File: config.mk
export PLATFORM = sky130hd
export DESIGN_NAME = uis_irq_sleep
export DESIGN_NICKNAME = d
export VERILOG_FILES = /design/src/rtl/uis_pkg.sv /design/src/rtl/uis_irq_sleep.sv /design/src/rtl/uis_sync.sv
export SDC_FILE = /design/constraint.sdc
export NUM_CORES = 1
export LEC_CHECK = 0
export BUFFER_PORTS_ARGS = -buffer_cell sky130_fd_sc_hd__buf_2
export CAP_MARGIN = 30
export CORE_MARGIN = 1
export CORE_UTILIZATION = 45
export CTS_CLUSTER_DIAMETER = 120
export DETAILED_ROUTE_END_ITERATION = 7
export PLACE_DENSITY_LB_ADDON = 0.1
export SLEW_MARGIN = 5
export SYNTH_ARGS = -nofsm -noshare
export SYNTH_HDL_FRONTEND = slang
export SYNTH_SLANG_ARGS = --single-unit
File: constraint.sdc
create_clock -name clk -period 2.4 [get_ports clk]
set_clock_uncertainty 0.05 [all_clocks]
set_input_delay 0.24 -clock clk [delete_from_list [all_inputs] [get_ports clk]]
set_output_delay 0.24 -clock clk [all_outputs]
set_load 0.02 [all_outputs]
File: src/rtl/uis_pkg.sv
// Package: constants for the UART interrupt and sleep control block
package uis_pkg;
  // ------------------------------------------------------------
  // Status word bit positions
  // ------------------------------------------------------------
  localparam int unsigned BIT_PENDING = 15;
  localparam int unsigned BIT_SENDIDLE = 14;
  localparam int unsigned BIT_ACTFRAME = 10;
  localparam int unsigned BIT_PARITY = 8;
  // ------------------------------------------------------------
  // Link and counts
  // ------------------------------------------------------------
  localparam int unsigned WORD_BITS = 16;
  localparam logic [4:0] LAST_SCLK = 5'h10;
  localparam int unsigned FIFO_DEPTH = 8;
  // ------------------------------------------------------------
  // Reset values
  // ------------------------------------------------------------
  localparam logic [3:0] RST_MASKS = 4'h0;
  localparam logic RST_SLEEP = 1'b0;
  // ------------------------------------------------------------
  // Sleep sequencing states
  // ------------------------------------------------------------
  typedef enum logic [3:0] {
    SL_RUN = 4'b0001,
    SL_DRAIN = 4'b0010,
    SL_SLEEP = 4'b0100,
    SL_WAKE = 4'b1000
  } uis_sleep_e;
endpackage : uis_pkg

File: src/rtl/uis_irq_sleep.sv
// Flags, interrupt masking and software sleep control of a serial UART
// Operation
// - Parity flag is one only when parity enabled and received parity one
// - Parity flag and interrupt follow the oldest receive FIFO word
// - Pending flag set while unread data exists or is being read
// - Interrupt held while pending flag and pending mask are both one
// - In sleep the shared flag catches any receive line transition
// - In sleep interrupt asserts on activity flag with its mask set
// - Awake, shared flag is framing error of current character only
// - Awake, interrupt asserts on framing error with its mask set
// - Send-idle flag shows buffer empty; interrupt when it becomes empty
// - Send-idle interrupt clears at 16th serial clock rise of data op
// - Sleep entered only after shift register and buffer finish sending
// - Sleep stops the oscillator
// - Acknowledge set on entering sleep; host then powers transceivers down
// - Entering sleep empties FIFO and clears flags, sets send-idle
// - Configuration bits stay writable while asleep
// - Clearing sleep request restarts oscillator when chip select rises
// - Software sleep touches UART logic only, never the transceivers
// - Word bits 15,14,10,8 carry pending, idle, activity/frame, parity
// - A data transfer releases interrupt unless a source still holds
`timescale 1ns/1ps
module uis_irq_sleep #(
  parameter int unsigned DEPTH = uis_pkg::FIFO_DEPTH
) (
  input wire logic clk,
  input wire logic rst,
  input wire logic csN,
  input wire logic sclk,
  input wire logic rxLine,
  input wire logic dataOp,
  input wire logic cfgWrite,
  input wire logic sleep_request,
  input wire logic parity_irq_mask,
  input wire logic data_pending_mask,
  input wire logic actframe_mask,
  input wire logic send_idle_mask,
  input wire logic parity_enable,
  input wire logic rxWordValid,
  input wire logic [7:0] rxWordData,
  input wire logic rxWordParity,
  input wire logic rxWordFrameErr,
  input wire logic rxPop,
  input wire logic txBufLoaded,
  input wire logic txBufTaken,
  input wire logic txShiftBusy,
  input wire logic txParityIn,
  output logic rxWordReady,
  output logic [7:0] received_byte,
  output logic parity_in_flag,
  output logic data_pending,
  output logic activity_or_framing_flag,
  output logic send_idle,
  output logic tx_parity_value,
  output logic sleep_acknowledge,
  output logic oscEnable,
  output logic [15:0] statusWord,
  output logic irqN
);
  // ------------------------------------------------------------
  // Synchronised pins
  // ------------------------------------------------------------
  logic csS, sclkS, rxS;
  logic csD, sclkD, rxD;
  uis_sync #(.INIT(1'b1)) uCs (.clk(clk), .rst(rst), .din(csN), .dout(csS));
  uis_sync uSclk (.clk(clk), .rst(rst), .din(sclk), .dout(sclkS));
  uis_sync #(.INIT(1'b1)) uRx (.clk(clk), .rst(rst), .din(rxLine),
    .dout(rxS));

  // Delayed copies for edge detection
  always_ff @(posedge clk) begin
    if (rst) begin
      csD <= 1'b1;
      sclkD <= 1'b0;
      rxD <= 1'b1;
    end else begin
      csD <= csS;
      sclkD <= sclkS;
      rxD <= rxS;
    end
  end

  logic csRise, csFall, sclkRise, rxEdge;
  assign csRise = csS & ~csD;
  assign csFall = ~csS & csD;
  assign sclkRise = sclkS & ~sclkD;
  assign rxEdge = rxS ^ rxD;

  // ------------------------------------------------------------
  // Sleep sequencing
  // ------------------------------------------------------------
  uis_pkg::uis_sleep_e state;
  logic enterSleep;
  // Request must still stand, or flags would clear without sleeping
  assign enterSleep = (state == uis_pkg::SL_DRAIN) & sleep_request &
                      ~txShiftBusy & send_idle;

  always_ff @(posedge clk) begin
    if (rst) begin
      state <= uis_pkg::SL_RUN;
    end else begin
      unique case (state)
        uis_pkg::SL_RUN: begin
          if (sleep_request) begin
            state <= uis_pkg::SL_DRAIN;
          end
        end
        uis_pkg::SL_DRAIN: begin
          if (!sleep_request) begin
            state <= uis_pkg::SL_RUN;
          end else if (enterSleep) begin
            state <= uis_pkg::SL_SLEEP;
          end
        end
        uis_pkg::SL_SLEEP: begin
          if (!sleep_request) begin
            state <= uis_pkg::SL_WAKE;
          end
        end
        uis_pkg::SL_WAKE: begin
          if (sleep_request) begin
            state <= uis_pkg::SL_SLEEP;
          end else if (csRise) begin
            state <= uis_pkg::SL_RUN;
          end
        end
      endcase
    end
  end

  logic asleep;
  assign asleep = (state == uis_pkg::SL_SLEEP) |
                  (state == uis_pkg::SL_WAKE);
  // Acknowledge and oscillator gate; transceivers are not touched here
  assign sleep_acknowledge = asleep;
  assign oscEnable = ~asleep;

  // ------------------------------------------------------------
  // Receive FIFO
  // ------------------------------------------------------------
  localparam int unsigned AW = $clog2(DEPTH);
  logic [9:0] mem [DEPTH];
  logic [AW-1:0] wrPtr, rdPtr;
  logic [AW:0] count;
  logic push, pop;
  assign rxWordReady = (count != DEPTH[AW:0]) & ~asleep;
  assign push = rxWordValid & rxWordReady;
  assign pop = rxPop & (count != '0);

  // Storage holds data and parity; framing error is not queued
  always_ff @(posedge clk) begin
    if (push) begin
      mem[wrPtr] <= {rxWordParity, 1'b0, rxWordData};
    end
  end

  // Pointers and count; entering sleep empties the FIFO
  always_ff @(posedge clk) begin
    if (rst || enterSleep) begin
      wrPtr <= '0;
      rdPtr <= '0;
      count <= '0;
    end else begin
      if (push) begin
        wrPtr <= (wrPtr == AW'(DEPTH - 1)) ? '0 : wrPtr + 1'b1;
      end
      if (pop) begin
        rdPtr <= (rdPtr == AW'(DEPTH - 1)) ? '0 : rdPtr + 1'b1;
      end
      count <= count + (AW+1)'(push) - (AW+1)'(pop);
    end
  end

  // Read in progress keeps the pending flag up
  logic reading;
  always_ff @(posedge clk) begin
    if (rst || enterSleep) begin
      reading <= 1'b0;
    end else if (csFall && count != '0) begin
      reading <= 1'b1;
    end else if (csRise) begin
      reading <= 1'b0;
    end
  end

  logic [9:0] head;
  assign head = mem[rdPtr];

  // Oldest word outputs and flags
  always_ff @(posedge clk) begin
    if (rst || enterSleep) begin
      received_byte <= 8'h00;
      parity_in_flag <= 1'b0;
      data_pending <= 1'b0;
    end else begin
      received_byte <= (count != '0) ? head[7:0] : 8'h00;
      parity_in_flag <= (count != '0) & parity_enable & head[9];
      data_pending <= (count != '0) | reading;
    end
  end

  // ------------------------------------------------------------
  // Activity / framing flag
  // ------------------------------------------------------------
  always_ff @(posedge clk) begin
    if (rst || enterSleep || (state == uis_pkg::SL_WAKE && csRise)) begin
      activity_or_framing_flag <= 1'b0;
    end else if (asleep) begin
      if (rxEdge) begin
        activity_or_framing_flag <= 1'b1;
      end
    end else if (rxWordValid) begin
      activity_or_framing_flag <= rxWordFrameErr;
    end
  end

  // ------------------------------------------------------------
  // Transmit buffer flag, parity and send-idle interrupt
  // ------------------------------------------------------------
  always_ff @(posedge clk) begin
    if (rst || enterSleep) begin
      send_idle <= 1'b1;
      tx_parity_value <= 1'b0;
    end else begin
      if (txBufLoaded) begin
        send_idle <= 1'b0;
        tx_parity_value <= txParityIn;
      end else if (txBufTaken) begin
        send_idle <= 1'b1;
      end
    end
  end

  // Serial clock count within the current frame
  logic [4:0] sclkCount;
  always_ff @(posedge clk) begin
    if (rst || csFall) begin
      sclkCount <= 5'h00;
    end else if (sclkRise && !csS && sclkCount != uis_pkg::LAST_SCLK) begin
      sclkCount <= sclkCount + 5'h01;
    end
  end

  logic idleIrq, idleClr, idleRise, idleD;
  assign idleClr = sclkRise & ~csS & dataOp &
                   (sclkCount == uis_pkg::LAST_SCLK - 5'h01);
  assign idleRise = send_idle & ~idleD;

  // Sticky send-idle event; a new emptying wins over the clear
  always_ff @(posedge clk) begin
    if (rst) begin
      idleD <= 1'b1;
      idleIrq <= 1'b0;
    end else begin
      idleD <= send_idle;
      if (idleRise) begin
        idleIrq <= 1'b1;
      end else if (idleClr) begin
        idleIrq <= 1'b0;
      end
    end
  end

  // ------------------------------------------------------------
  // Interrupt output and status word
  // ------------------------------------------------------------
  logic [3:0] srcOn;
  assign srcOn[0] = parity_in_flag & parity_irq_mask;
  assign srcOn[1] = data_pending & data_pending_mask;
  assign srcOn[2] = activity_or_framing_flag & actframe_mask;
  assign srcOn[3] = idleIrq & send_idle_mask;
  assign irqN = ~(|srcOn);

  // Mask and config bits are plain inputs, so they stay writable asleep
  logic unusedCfg;
  assign unusedCfg = cfgWrite;

  // Response word, captured as chip select falls
  always_ff @(posedge clk) begin
    if (rst) begin
      statusWord <= 16'h0000;
    end else if (csFall) begin
      statusWord <= 16'h0000;
      statusWord[uis_pkg::BIT_PENDING] <= data_pending;
      statusWord[uis_pkg::BIT_SENDIDLE] <= send_idle;
      statusWord[uis_pkg::BIT_ACTFRAME] <= activity_or_framing_flag;
      statusWord[uis_pkg::BIT_PARITY] <= parity_in_flag;
      statusWord[7:0] <= received_byte;
    end
  end

  // ------------------------------------------------------------
  // Checks
  // ------------------------------------------------------------
  // Interrupt, flag and status word checks
  pending_irq_a: assert property (@(posedge clk) disable iff (rst)
    data_pending && data_pending_mask |-> !irqN)
    else $error("pending source did not hold interrupt");
  parity_gate_a: assert property (@(posedge clk) disable iff (rst)
    !$past(parity_enable) |-> !parity_in_flag)
    else $error("parity flag set with parity disabled");
  pending_flag_a: assert property (@(posedge clk) disable iff (rst)
    count != '0 && !enterSleep |=> data_pending)
    else $error("pending flag low with data held");
  frame_follow_a: assert property (@(posedge clk) disable iff (rst)
    !asleep && !enterSleep && rxWordValid
      |=> activity_or_framing_flag == $past(rxWordFrameErr))
    else $error("framing flag does not follow character");
  idle_set_a: assert property (@(posedge clk) disable iff (rst)
    $rose(send_idle) |=> idleIrq)
    else $error("send idle interrupt not raised");
  idle_clear_a: assert property (@(posedge clk) disable iff (rst)
    idleClr && !idleRise |=> !idleIrq)
    else $error("send idle interrupt not cleared");
  irq_none_a: assert property (@(posedge clk) disable iff (rst)
    srcOn == 4'h0 |-> irqN)
    else $error("interrupt without source");
  status_word_a: assert property (@(posedge clk) disable iff (rst)
    csFall |=> statusWord[uis_pkg::BIT_PENDING] == $past(data_pending)
      && statusWord[uis_pkg::BIT_PARITY] == $past(parity_in_flag))
    else $error("status word flags wrong");
  // Sleep sequencing checks
  sleep_wait_a: assert property (@(posedge clk) disable iff (rst)
    $rose(sleep_acknowledge) |-> $past(!txShiftBusy && send_idle))
    else $error("sleep entered while sending");
  sleep_clear_a: assert property (@(posedge clk) disable iff (rst)
    $rose(sleep_acknowledge) |-> !data_pending && send_idle
      && !activity_or_framing_flag && !parity_in_flag
      && !tx_parity_value && count == '0 && received_byte == 8'h00)
    else $error("sleep entry did not clear flags");
  rx_refuse_a: assert property (@(posedge clk) disable iff (rst)
    asleep |-> !rxWordReady)
    else $error("receive word accepted while asleep");
  osc_gate_a: assert property (@(posedge clk) disable iff (rst)
    oscEnable != sleep_acknowledge)
    else $error("oscillator runs in sleep");
  wake_cs_a: assert property (@(posedge clk) disable iff (rst)
    state == uis_pkg::SL_WAKE && csRise && !sleep_request |=> oscEnable)
    else $error("no wake at chip select rise");
  activity_set_a: assert property (@(posedge clk) disable iff (rst)
    state == uis_pkg::SL_SLEEP && rxEdge && sleep_request
      |=> activity_or_framing_flag)
    else $error("receive activity missed in sleep");
endmodule : uis_irq_sleep

File: src/rtl/uis_sync.sv
// Two-flop synchroniser for one bit from outside the clock domain
`timescale 1ns/1ps
module uis_sync #(
  parameter logic INIT = 1'b0 // Idle level of the pin, avoids a false edge
) (
  input wire logic clk,
  input wire logic rst,
  input wire logic din,
  output logic dout
);
  logic stage1;
  // Two flip-flops; only the second stage is read outside
  always_ff @(posedge clk) begin
    if (rst) begin
      stage1 <= INIT;
      dout <= INIT;
    end else begin
      stage1 <= din;
      dout <= stage1;
    end
  end
endmodule : uis_sync

==> metrics.yaml, run 1 <==
final_max_slew_viol_count: 0
yosys.area_share.adder_pct: 3.56
core_sq_um: 11000
synthDominantCellAreaShare_pct: 42.1
synth_xor_xnor_area_share_pct: 1.54
die-width_um: 109
yosys.area_share.simple_pct: 11.3
p_switching_mw: 1.59
syn_inst: 371
cts_htree_levels: 4
reg2reg_from: "count[2]$_SDFF_PP0_"
critical_path_class: "reg2reg"
die_area_sq_um: 11800
antenna_cells: 0
fill_cells: 903
synth_top_family_by_area: "simple AND/OR/NAND/NOR gates"
cts_made_buffers: 17
layout-drive-gt1-share_pct: 32.3
worstPathArrival_ns: 2.55
busiest_layer: "met2"
netlist_area_sq_um: 5130
clk_latency_ns: 0.42
setup_violations: 0
crit_required_ns: 2.66
syn_to_final_growth_pct: 23.1
vias: 3075
max_freq_mhz: 436
combinationalPowerShare_pct: 17.9
root_buffer: "clkbuf_16"
gp_congestion: 0.816
grt_pass1_vias: 3089
antenna_found_initial: 0
p_leak_nw: 2.36
internal-power_mw: 4.63
pre_cts_ws_ns: 0.000297
yosysWarningCount: 0
grt_usage_pct: 18.6
layout.nets: 498
wl_per_cell_um: 16.2
final_core_utilization_pct: 57.5
tightest_slew_ns: 0.666
start_kind: "flip-flop"
cp-startpoint: "count[2]$_SDFF_PP0_"
synth_cell_types: 50
drtAntennaViolNets: 0
switching_share_pct: 25.6
p_per_area_nw_per_um2: 985
hpwlAfterDp_um: 6700
cts.sinks: 131
seqPwrFrac_pct: 43.1
drt_first_pass_iters: 4
layout_setup_ws_ns: 0.106
use_met2_pct: 30.0
io_pins: 62
viasPerCell: 5.06
ys_dominant_reg_cell: "edfxtp_1"
crit_path_end_kind: "flip-flop"
clkTransAtPathRegs_ns: 0.06
muxShareOfSynthArea_pct: 9.85
critPathMaxFanout: 3
chipHeight_um: 109
drc: 0
synth_edf_count: 72
hold_path.class: "in2reg"
grt_first_pass_wirelength_um: 15600
overflow: 0
cap_violations: 0
drt_wl_total_um: 9870
hold_slack_ns: 0.0189
synth_seq_cells: 131
ir_drop_v: 0.000695
hold_start: "txParityIn"
pwr-share-clk_pct: 39.0
grt_setup_unrepaired: "false"
synth_compound_gate_area_share_pct: 5.27
finalCriticalPeriod_ns: 2.29
numPortBuffers: 56
rows: 38
postCtsSetupBuffers: 0
synth_async_sr_flop_share_pct: 0
hold_viol: 0
met1_usage_pct: 23.1
cts_tree: "yes"
total_power_mw: 6.22
drt-initial-drc-count: 160
status: "finished clean"
yosys.area.top_type: "edfxtp_1"
slew_headroom_pct: 55.4
start_util_pct: 46.7
finalCritPeriodShare_pct: 95.6
grt.met3_usage_pct: 5.08
grt_max_degree: 19
synth_seq_area_share_pct: 65.2
syn_area_per_cell_sq_um: 13.8
synth_area_leaders: "edfxtp_1, dfxtp_1, mux4_2"
cts_max_path_buffers: 2
==> cell usage after synthesis, types with 2 or more instances <==
| library cell | number |
|---|---|
| edfxtp_1 | 72 |
| dfxtp_1 | 59 |
| nand2_1 | 35 |
| a21oi_1 | 24 |
| nor2_1 | 24 |
| mux4_2 | 18 |
| ha_1 | 13 |
| inv_1 | 12 |
| mux2i_1 | 10 |
| nor2b_1 | 9 |
| nand3_1 | 8 |
| buf_4 | 7 |
| or2_2 | 7 |
| buf_2 | 5 |
| clkbuf_1 | 5 |
| xor2_1 | 5 |
| nor3b_1 | 4 |
| nor4b_1 | 4 |
| xnor2_1 | 4 |
| a211oi_1 | 3 |
| and2_1 | 3 |
| buf_1 | 3 |
| nor3_1 | 3 |
| o21ai_0 | 3 |
| or3b_2 | 3 |
| nand2b_1 | 2 |
| nand4_1 | 2 |
| or3_1 | 2 |
==> sequential cells by signal, indices dropped and copies added (netlist names), 3 cells and up, named ones only <==
register and cells:
rdPtr 3, wrPtr 3, state 4, sclkCount 5, mem 72, received_byte 8, count 4, statusWord 12
==> layout by cell type, fill, tap and decap left out, types with 9 or more instances in the layout <==
master | synthesis | layout
a21oi_1 | 24 | 24
buf_2 | 5 | 56
buf_4 | 7 | 23
clkbuf_16 | 0 | 18
dfxtp_1 | 59 | 59
edfxtp_1 | 72 | 72
ha_1 | 13 | 11
inv_1 | 12 | 11
mux2i_1 | 10 | 10
mux4_2 | 18 | 18
nand2_1 | 35 | 34
nor2_1 | 24 | 24
nor2b_1 | 9 | 9
==> worst max-delay path, cell delays in order (launching register included) <==
cell and delay, ns:
dfxtp_1 0.30, inv_2 0.06, ha_1 0.13, or3b_4 0.39, o311ai_2 0.11, ha_2 0.33, inv_1 0.05, ha_2 0.19
fa_2 0.43, and2_1 0.14
==> worst paths after layout <==
path / to / slack [ns] / cells past startpoint
max: count[1]$_SDFF_PP0_ / 0.11 / 9
min: tx_parity_value$_SDFFE_PP0P_ / 0.02 / 3
max reg2reg: count[1]$_SDFF_PP0_ / 0.11 / 9
min reg2reg: uRx.dout$_SDFF_PP1_ / 0.37 / 1
==> repair_timing <==
item | in CTS | in global routing
hold buffers | 4 | 0
pin swaps | 0 | 3
hold endpoints to repair | 4 | 0
endpoints found under the setup margin | 1 | 3
resized for setup | 0 | 8
==> cell type report <==
| type | count | area, sq um | share of cell area, % |
|---|---|---|---|
| clock buffers | 23 | 489 | 7.75 |
| clock inverters | 9 | 78.8 | 1.25 |
| inverters | 12 | 45.0 | 0.713 |
| multi-input cells | 209 | 1680 | 26.6 |
| flip-flops and latches | 131 | 3340 | 52.9 |
| well taps | 140 | 175 | 2.77 |
| repair buffers | 84 | 504 | 7.98 |
==> per-layer routing <==
metal | part of all wire (%) | vias to the layer above
li1 | - | 1514
met1 | 46 | 1476
met2 | 47 | 70
met3 | 4.8 | 15
met4 | 1.5 | 0
met5 | 0 | -
==> per-stage QoR <==
| stage | cell area, sq um | cells | TNS (ns) |
|---|---|---|---|
| floorplan | 5160 | 374 | 0 |
| finish | 6310 | 608 | 0 |
| CTS | 6290 | 608 | -0.0207 |
| detailed placement | 5680 | 572 | 0 |
| global placement | 5670 | 571 | 0 |
| global route | 6310 | 608 | 0 |
==> power groups by stage <==
stage                     clock, mW  sequential, mW  combinational [mW]
after floorplan                   0            2.76               0.715
after global placement            0            2.72                1.07
after detailed placement          0            2.72                1.09
after CTS                      2.48            2.68                1.09
after global routing           2.56            2.70                1.24
final                          2.42            2.68                1.12
==> cell families (layout without fill, tap and decap cells) <==
logic type | count (synthesis) | after routing
DFF | 131 | 131
and+or+nand+nor | 112 | 112
AOI/OAI and AO/OA | 42 | 42
buffers and inverters | 34 | 128
muxes | 28 | 28
adders and majority gates | 14 | 14
xor gates and xnor gates | 9 | 9
other | 1 | 4
Note: power is estimated with default switching activity, not from simulation.
==> run 2: changes to the inputs <==
Settings changed: RECOVER_POWER from default to 50.
==> run 2 against run 1 <==
Register-to-register slack hardly changed. Global-route usage stayed put. Critical path depth stayed put. Die area stayed put. Combinational power hardly changed. Critical path type unchanged. Critical endpoint unchanged. Largest cell class unchanged. Largest power group unchanged.
==> metrics.yaml, run 2 (synthesized netlist as in run 1, its figures left out) <==
layout.nets: 498
crit_path_end_kind: "flip-flop"
reg2reg_slack_ns: 0.11
cts.sinks: 131
final_common_cell: "edfxtp_1"
cts_tree: "yes"
drt-initial-drc-count: 169
die-width_um: 109
finalCritPeriodShare_pct: 95.5
hold_path.class: "in2reg"
final_max_slew_viol_count: 0
tightest_slew_ns: 0.665
start_kind: "flip-flop"
setup_violations: 0
drc: 0
io_pins: 62
start_util_pct: 46.7
cts_made_buffers: 17
reg.largest.list: "mem: 72 flops, statusWord: 12 flops, received_byte: 8 flops"
p_per_area_nw_per_um2: 989
drt_first_pass_iters: 4
hold_start: "txParityIn"
cts_htree_levels: 4
clk_latency_ns: 0.42
critPathMaxFanout: 3
slew_headroom_pct: 55.5
gp_congestion: 0.816
clkTransAtPathRegs_ns: 0.06
core_sq_um: 11000
overflow: 0
layout-drive-gt1-share_pct: 25.2
die_area_sq_um: 11800
cap_violations: 0
viasPerCell: 5.08
finalCriticalPeriod_ns: 2.29
drtAntennaViolNets: 0
min_to: "tx_parity_value$_SDFFE_PP0P_"
numPortBuffers: 56
status: "finished clean"
syn_to_final_growth_pct: 22.3
max_freq_mhz: 436
root_buffer: "clkbuf_16"
layout_common_cells: "edfxtp_1, dfxtp_1, clkbuf_1"
grt_first_pass_wirelength_um: 15600
ir_drop_v: 0.000695
placed_cells: 572
hpwlAfterDp_um: 6700
vias: 3087
critical_path_class: "reg2reg"
grt_pass1_vias: 3089
grt_usage_pct: 18.6
reg2reg_from: "count[2]$_SDFF_PP0_"
reg2reg_depth: 9
chipHeight_um: 109
min_path_cells: 3
hold_viol: 0
fin_cells: 608
drt_wl_total_um: 9910
worstPathArrival_ns: 2.55
wl_per_cell_um: 16.3
antenna_found_initial: 0
grt_setup_unrepaired: "false"
crit_required_ns: 2.66
regMostFlops: "mem"
largest_reg_flops: 72
critical_path.reg2reg.endpoint: "count[1]$_SDFF_PP0_"
grt_max_degree: 19
postCtsSetupBuffers: 0
p_leak_nw: 2.24
rows: 38
cts_max_path_buffers: 2
final_core_utilization_pct: 57.1
antenna_cells: 0
==> run 2: worst max path at each step <==
stage	startpoint	endpoint
after floorplan	count[2]$_SDFF_PP0_	count[2]$_SDFF_PP0_
after global placement	count[2]$_SDFF_PP0_	count[3]$_SDFF_PP0_
after detailed placement	count[2]$_SDFF_PP0_	count[3]$_SDFF_PP0_
after CTS	count[2]$_SDFF_PP0_	count[3]$_SDFF_PP0_
after global routing	count[2]$_SDFF_PP0_	count[1]$_SDFF_PP0_
final	count[2]$_SDFF_PP0_	count[1]$_SDFF_PP0_
==> run 2: repair_timing <==
item / 4_1_cts / 5_1_grt
endpoints found under the setup margin: 1 / 3
resized for setup: 0 / 8
hold buffers: 4 / 0
pin swaps: 0 / 3
hold endpoints to repair: 4 / 0
gates cloned: 0 / 0
==> run 2: worst max-delay path: stages, from the launching register on <==
cell and delay (ns):
dfxtp_1 0.30, inv_2 0.06, ha_1 0.13, or3b_4 0.39
o311ai_2 0.11, ha_2 0.33, inv_1 0.05, ha_2 0.19
fa_2 0.43, and2_1 0.14
==> run 2: power breakdown <==
group | internal, mW | switching [mW]
logic | 0.511 | 0.587
clock network | 1.53 | 0.894
registers | 2.57 | 0.116
total | 4.61 | 1.60
==> run 2: metrics by stage <==
stage	hold WS, ns	instance area [sq um]	power, mW	TNS [ns]	worst slack (ns)
after floorplan	0.268	5160	3.48	0	0.00511
after global placement	0.346	5670	3.79	0	0.0405
after detailed placement	0.358	5680	3.81	0	0.000297
after CTS	0.00582	6290	6.25	-0.0207	-0.0207
after global routing	0.0365	6270	6.48	0	0.00999
final	0.0171	6270	6.20	0	0.107
==> run 2: final cells by class <==
| class | count | area [sq um] |
|---|---|---|
| multi-input cells | 209 | 1680 |
| repair buffers | 84 | 463 |
| fillers | 920 | 4710 |
| clock inverters | 9 | 78.8 |
| clock buffers | 23 | 489 |
| flip-flops and latches | 131 | 3340 |
| inverters | 12 | 45.0 |
| well taps | 140 | 175 |
==> run 2: layer usage <==
layer  up-vias  routed length, um  track usage (%)
li1       1515                  -                -
met1      1480               4640             23.1
met2        76               4650             30.0
met3        16                438             5.08
met4         0                181             9.27
met5         -                  0                0
==> run 3: changes to the inputs <==
Settings changed: PLACE_DENSITY_LB_ADDON 0.1 to 0.05.
==> run 3 against run 2 <==
Largest cell class unchanged. Clock power grew 4%. Global-route usage shrank 0.48 points. Largest power group unchanged. Non-clock buffer count decreased by 1. Utilization hardly changed. Hold slack got worse by 0.0011 ns. Count of clock-buffer cells in the layout fell by 6.
==> metrics.yaml, run 3 (synthesized netlist as in run 1, its figures left out) <==
grt_setup_unrepaired: "false"
viasPerCell: 5.05
core_sq_um: 11000
postCtsSetupBuffers: 0
drt-initial-drc-count: 175
die_area_sq_um: 11800
fin_cells: 607
syn_to_final_growth_pct: 22.2
pwr-share-clk_pct: 39.9
start_kind: "flip-flop"
drc: 0
largest_reg_flops: 72
internal-power_mw: 4.62
grt_usage_pct: 18.1
hold_path.class: "in2reg"
min_to: "tx_parity_value$_SDFFE_PP0P_"
crit_path_end_kind: "flip-flop"
cts_tree: "yes"
reg.largest.list: "mem: 72 flops, statusWord: 12 flops, received_byte: 8 flops"
total_power_mw: 6.29
root_buffer: "clkbuf_16"
final_max_slew_viol_count: 0
reg2reg_depth: 9
layout_common_cells: "edfxtp_1, dfxtp_1, nand2_1, clkbuf_1"
final_common_cell: "edfxtp_1"
min_path_cells: 3
reg2reg_from: "count[2]$_SDFF_PP0_"
rows: 38
switching_share_pct: 26.5
finalCriticalPeriod_ns: 2.25
finalCritPeriodShare_pct: 93.7
drtAntennaViolNets: 0
p_per_area_nw_per_um2: 1000
critPathMaxFanout: 3
layout.nets: 497
ir_drop_v: 0.000553
grt_max_degree: 21
io_pins: 62
drt_first_pass_iters: 4
overflow: 0
combinationalPowerShare_pct: 17.7
drt_wl_total_um: 9700
hold_viol: 0
regMostFlops: "mem"
hold_start: "txParityIn"
placed_cells: 573
max_freq_mhz: 445
clkTransAtPathRegs_ns: 0.06
wl_per_cell_um: 16.0
layout-drive-gt1-share_pct: 25.7
start_util_pct: 46.7
die-width_um: 109
hpwlAfterDp_um: 6390
clk_latency_ns: 0.41
chipHeight_um: 109
gp_congestion: 0.796
setup_violations: 0
slew_headroom_pct: 47.0
p_leak_nw: 2.23
antenna_found_initial: 0
reg2reg_slack_ns: 0.15
tightest_slew_ns: 0.795
cts.sinks: 131
worstPathArrival_ns: 2.51
cts_max_path_buffers: 2
numPortBuffers: 56
grt_pass1_vias: 2955
critical_path.reg2reg.endpoint: "count[1]$_SDFF_PP0_"
p_switching_mw: 1.67
status: "finished clean"
cts_made_buffers: 17
seqPwrFrac_pct: 42.4
crit_required_ns: 2.66
antenna_cells: 0
vias: 3067
critical_path_class: "reg2reg"
cts_htree_levels: 4
hold_slack_ns: 0.0160
grt_first_pass_wirelength_um: 15400
fill_cells: 949
cap_violations: 0
==> run 3: cell types whose count changed in the layout (fill, tap and decap cells not counted), moves of 2 or more <==
cell,change
inv_6,+3
clkbuf_1,-2
clkbuf_8,-2
clkinv_2,-2
dlygate4sd3_1,-2
==> run 3: area by class of cell <==
type / instances / area [sq um] / share of cell area, %
Sequential cell: 131 / 3340 / 53.3
Multi-Input combinational cell: 209 / 1680 / 26.7
Timing Repair Buffer: 83 / 447 / 7.12
Clock buffer: 17 / 425 / 6.79
Tap cell: 140 / 175 / 2.79
Clock inverter: 15 / 158 / 2.51
Inverter: 12 / 45.0 / 0.718
==> run 3: per-layer routing <==
layer / wire length, um / share of wire [%] / vias to the layer above / GRT usage (%)
li1: - / - / 1517 / -
met2: 4690 / 48 / 69 / 29.1
met3: 428 / 4.4 / 13 / 4.84
met4: 142 / 1.5 / 0 / 8.59
met5: 0 / 0 / - / 0
met1: 4450 / 46 / 1468 / 22.9
==> run 3: power by group through the flow <==
stage | clock network [mW] | registers [mW] | logic, mW
2_1_floorplan | 0 | 2.76 | 0.715
3_3_place_gp | 0 | 2.70 | 1.10
3_5_place_dp | 0 | 2.71 | 1.11
4_1_cts | 2.56 | 2.66 | 1.12
5_1_grt | 2.66 | 2.69 | 1.23
6_report | 2.51 | 2.66 | 1.11
==> run 3: worst max-delay path by stage <==
stage / startpoint / to / slack [ns] / depth (start not counted)
6_report: count[2]$_SDFF_PP0_ / count[1]$_SDFF_PP0_ / 0.15 / 9
5_1_grt: count[2]$_SDFF_PP0_ / count[2]$_SDFF_PP0_ / 0.02 / 11
4_1_cts: count[2]$_SDFF_PP0_ / count[2]$_SDFF_PP0_ / -0.004 / 11
3_5_place_dp: count[2]$_SDFF_PP0_ / count[2]$_SDFF_PP0_ / 0.005 / 11
3_3_place_gp: count[2]$_SDFF_PP0_ / count[2]$_SDFF_PP0_ / 0.05 / 11
2_1_floorplan: count[2]$_SDFF_PP0_ / count[2]$_SDFF_PP0_ / 0.005 / 12
==> run 3: worst max-delay path, stage by stage (launching register included) <==
cell      delay, ns
dfxtp_1        0.30
inv_2          0.06
ha_1           0.14
or3b_4         0.39
o311ai_2       0.11
ha_1           0.29
inv_1          0.06
ha_2           0.19
fa_2           0.43
and2_1         0.14
==> run 3: through the flow <==
step	TNS (ns)	util (%)	cell area, sq um	worst slack [ns]
floorplan	0	-	5160	0.00511
global placement	0	51.7	5680	0.0461
detailed placement	0	51.8	5690	0.00530
CTS	-0.00360	57.3	6290	-0.00360
global route	0	57.1	6270	0.0215
finish	0	57.1	6270	0.151
==> run 3: what timing repair did <==
action / CTS / global route
gates resized for setup: 0 / 7
hold endpoints to repair: 2 / 0
hold buffers: 2 / 0
endpoints found under the setup margin: 1 / 3
pin swaps: 0 / 3
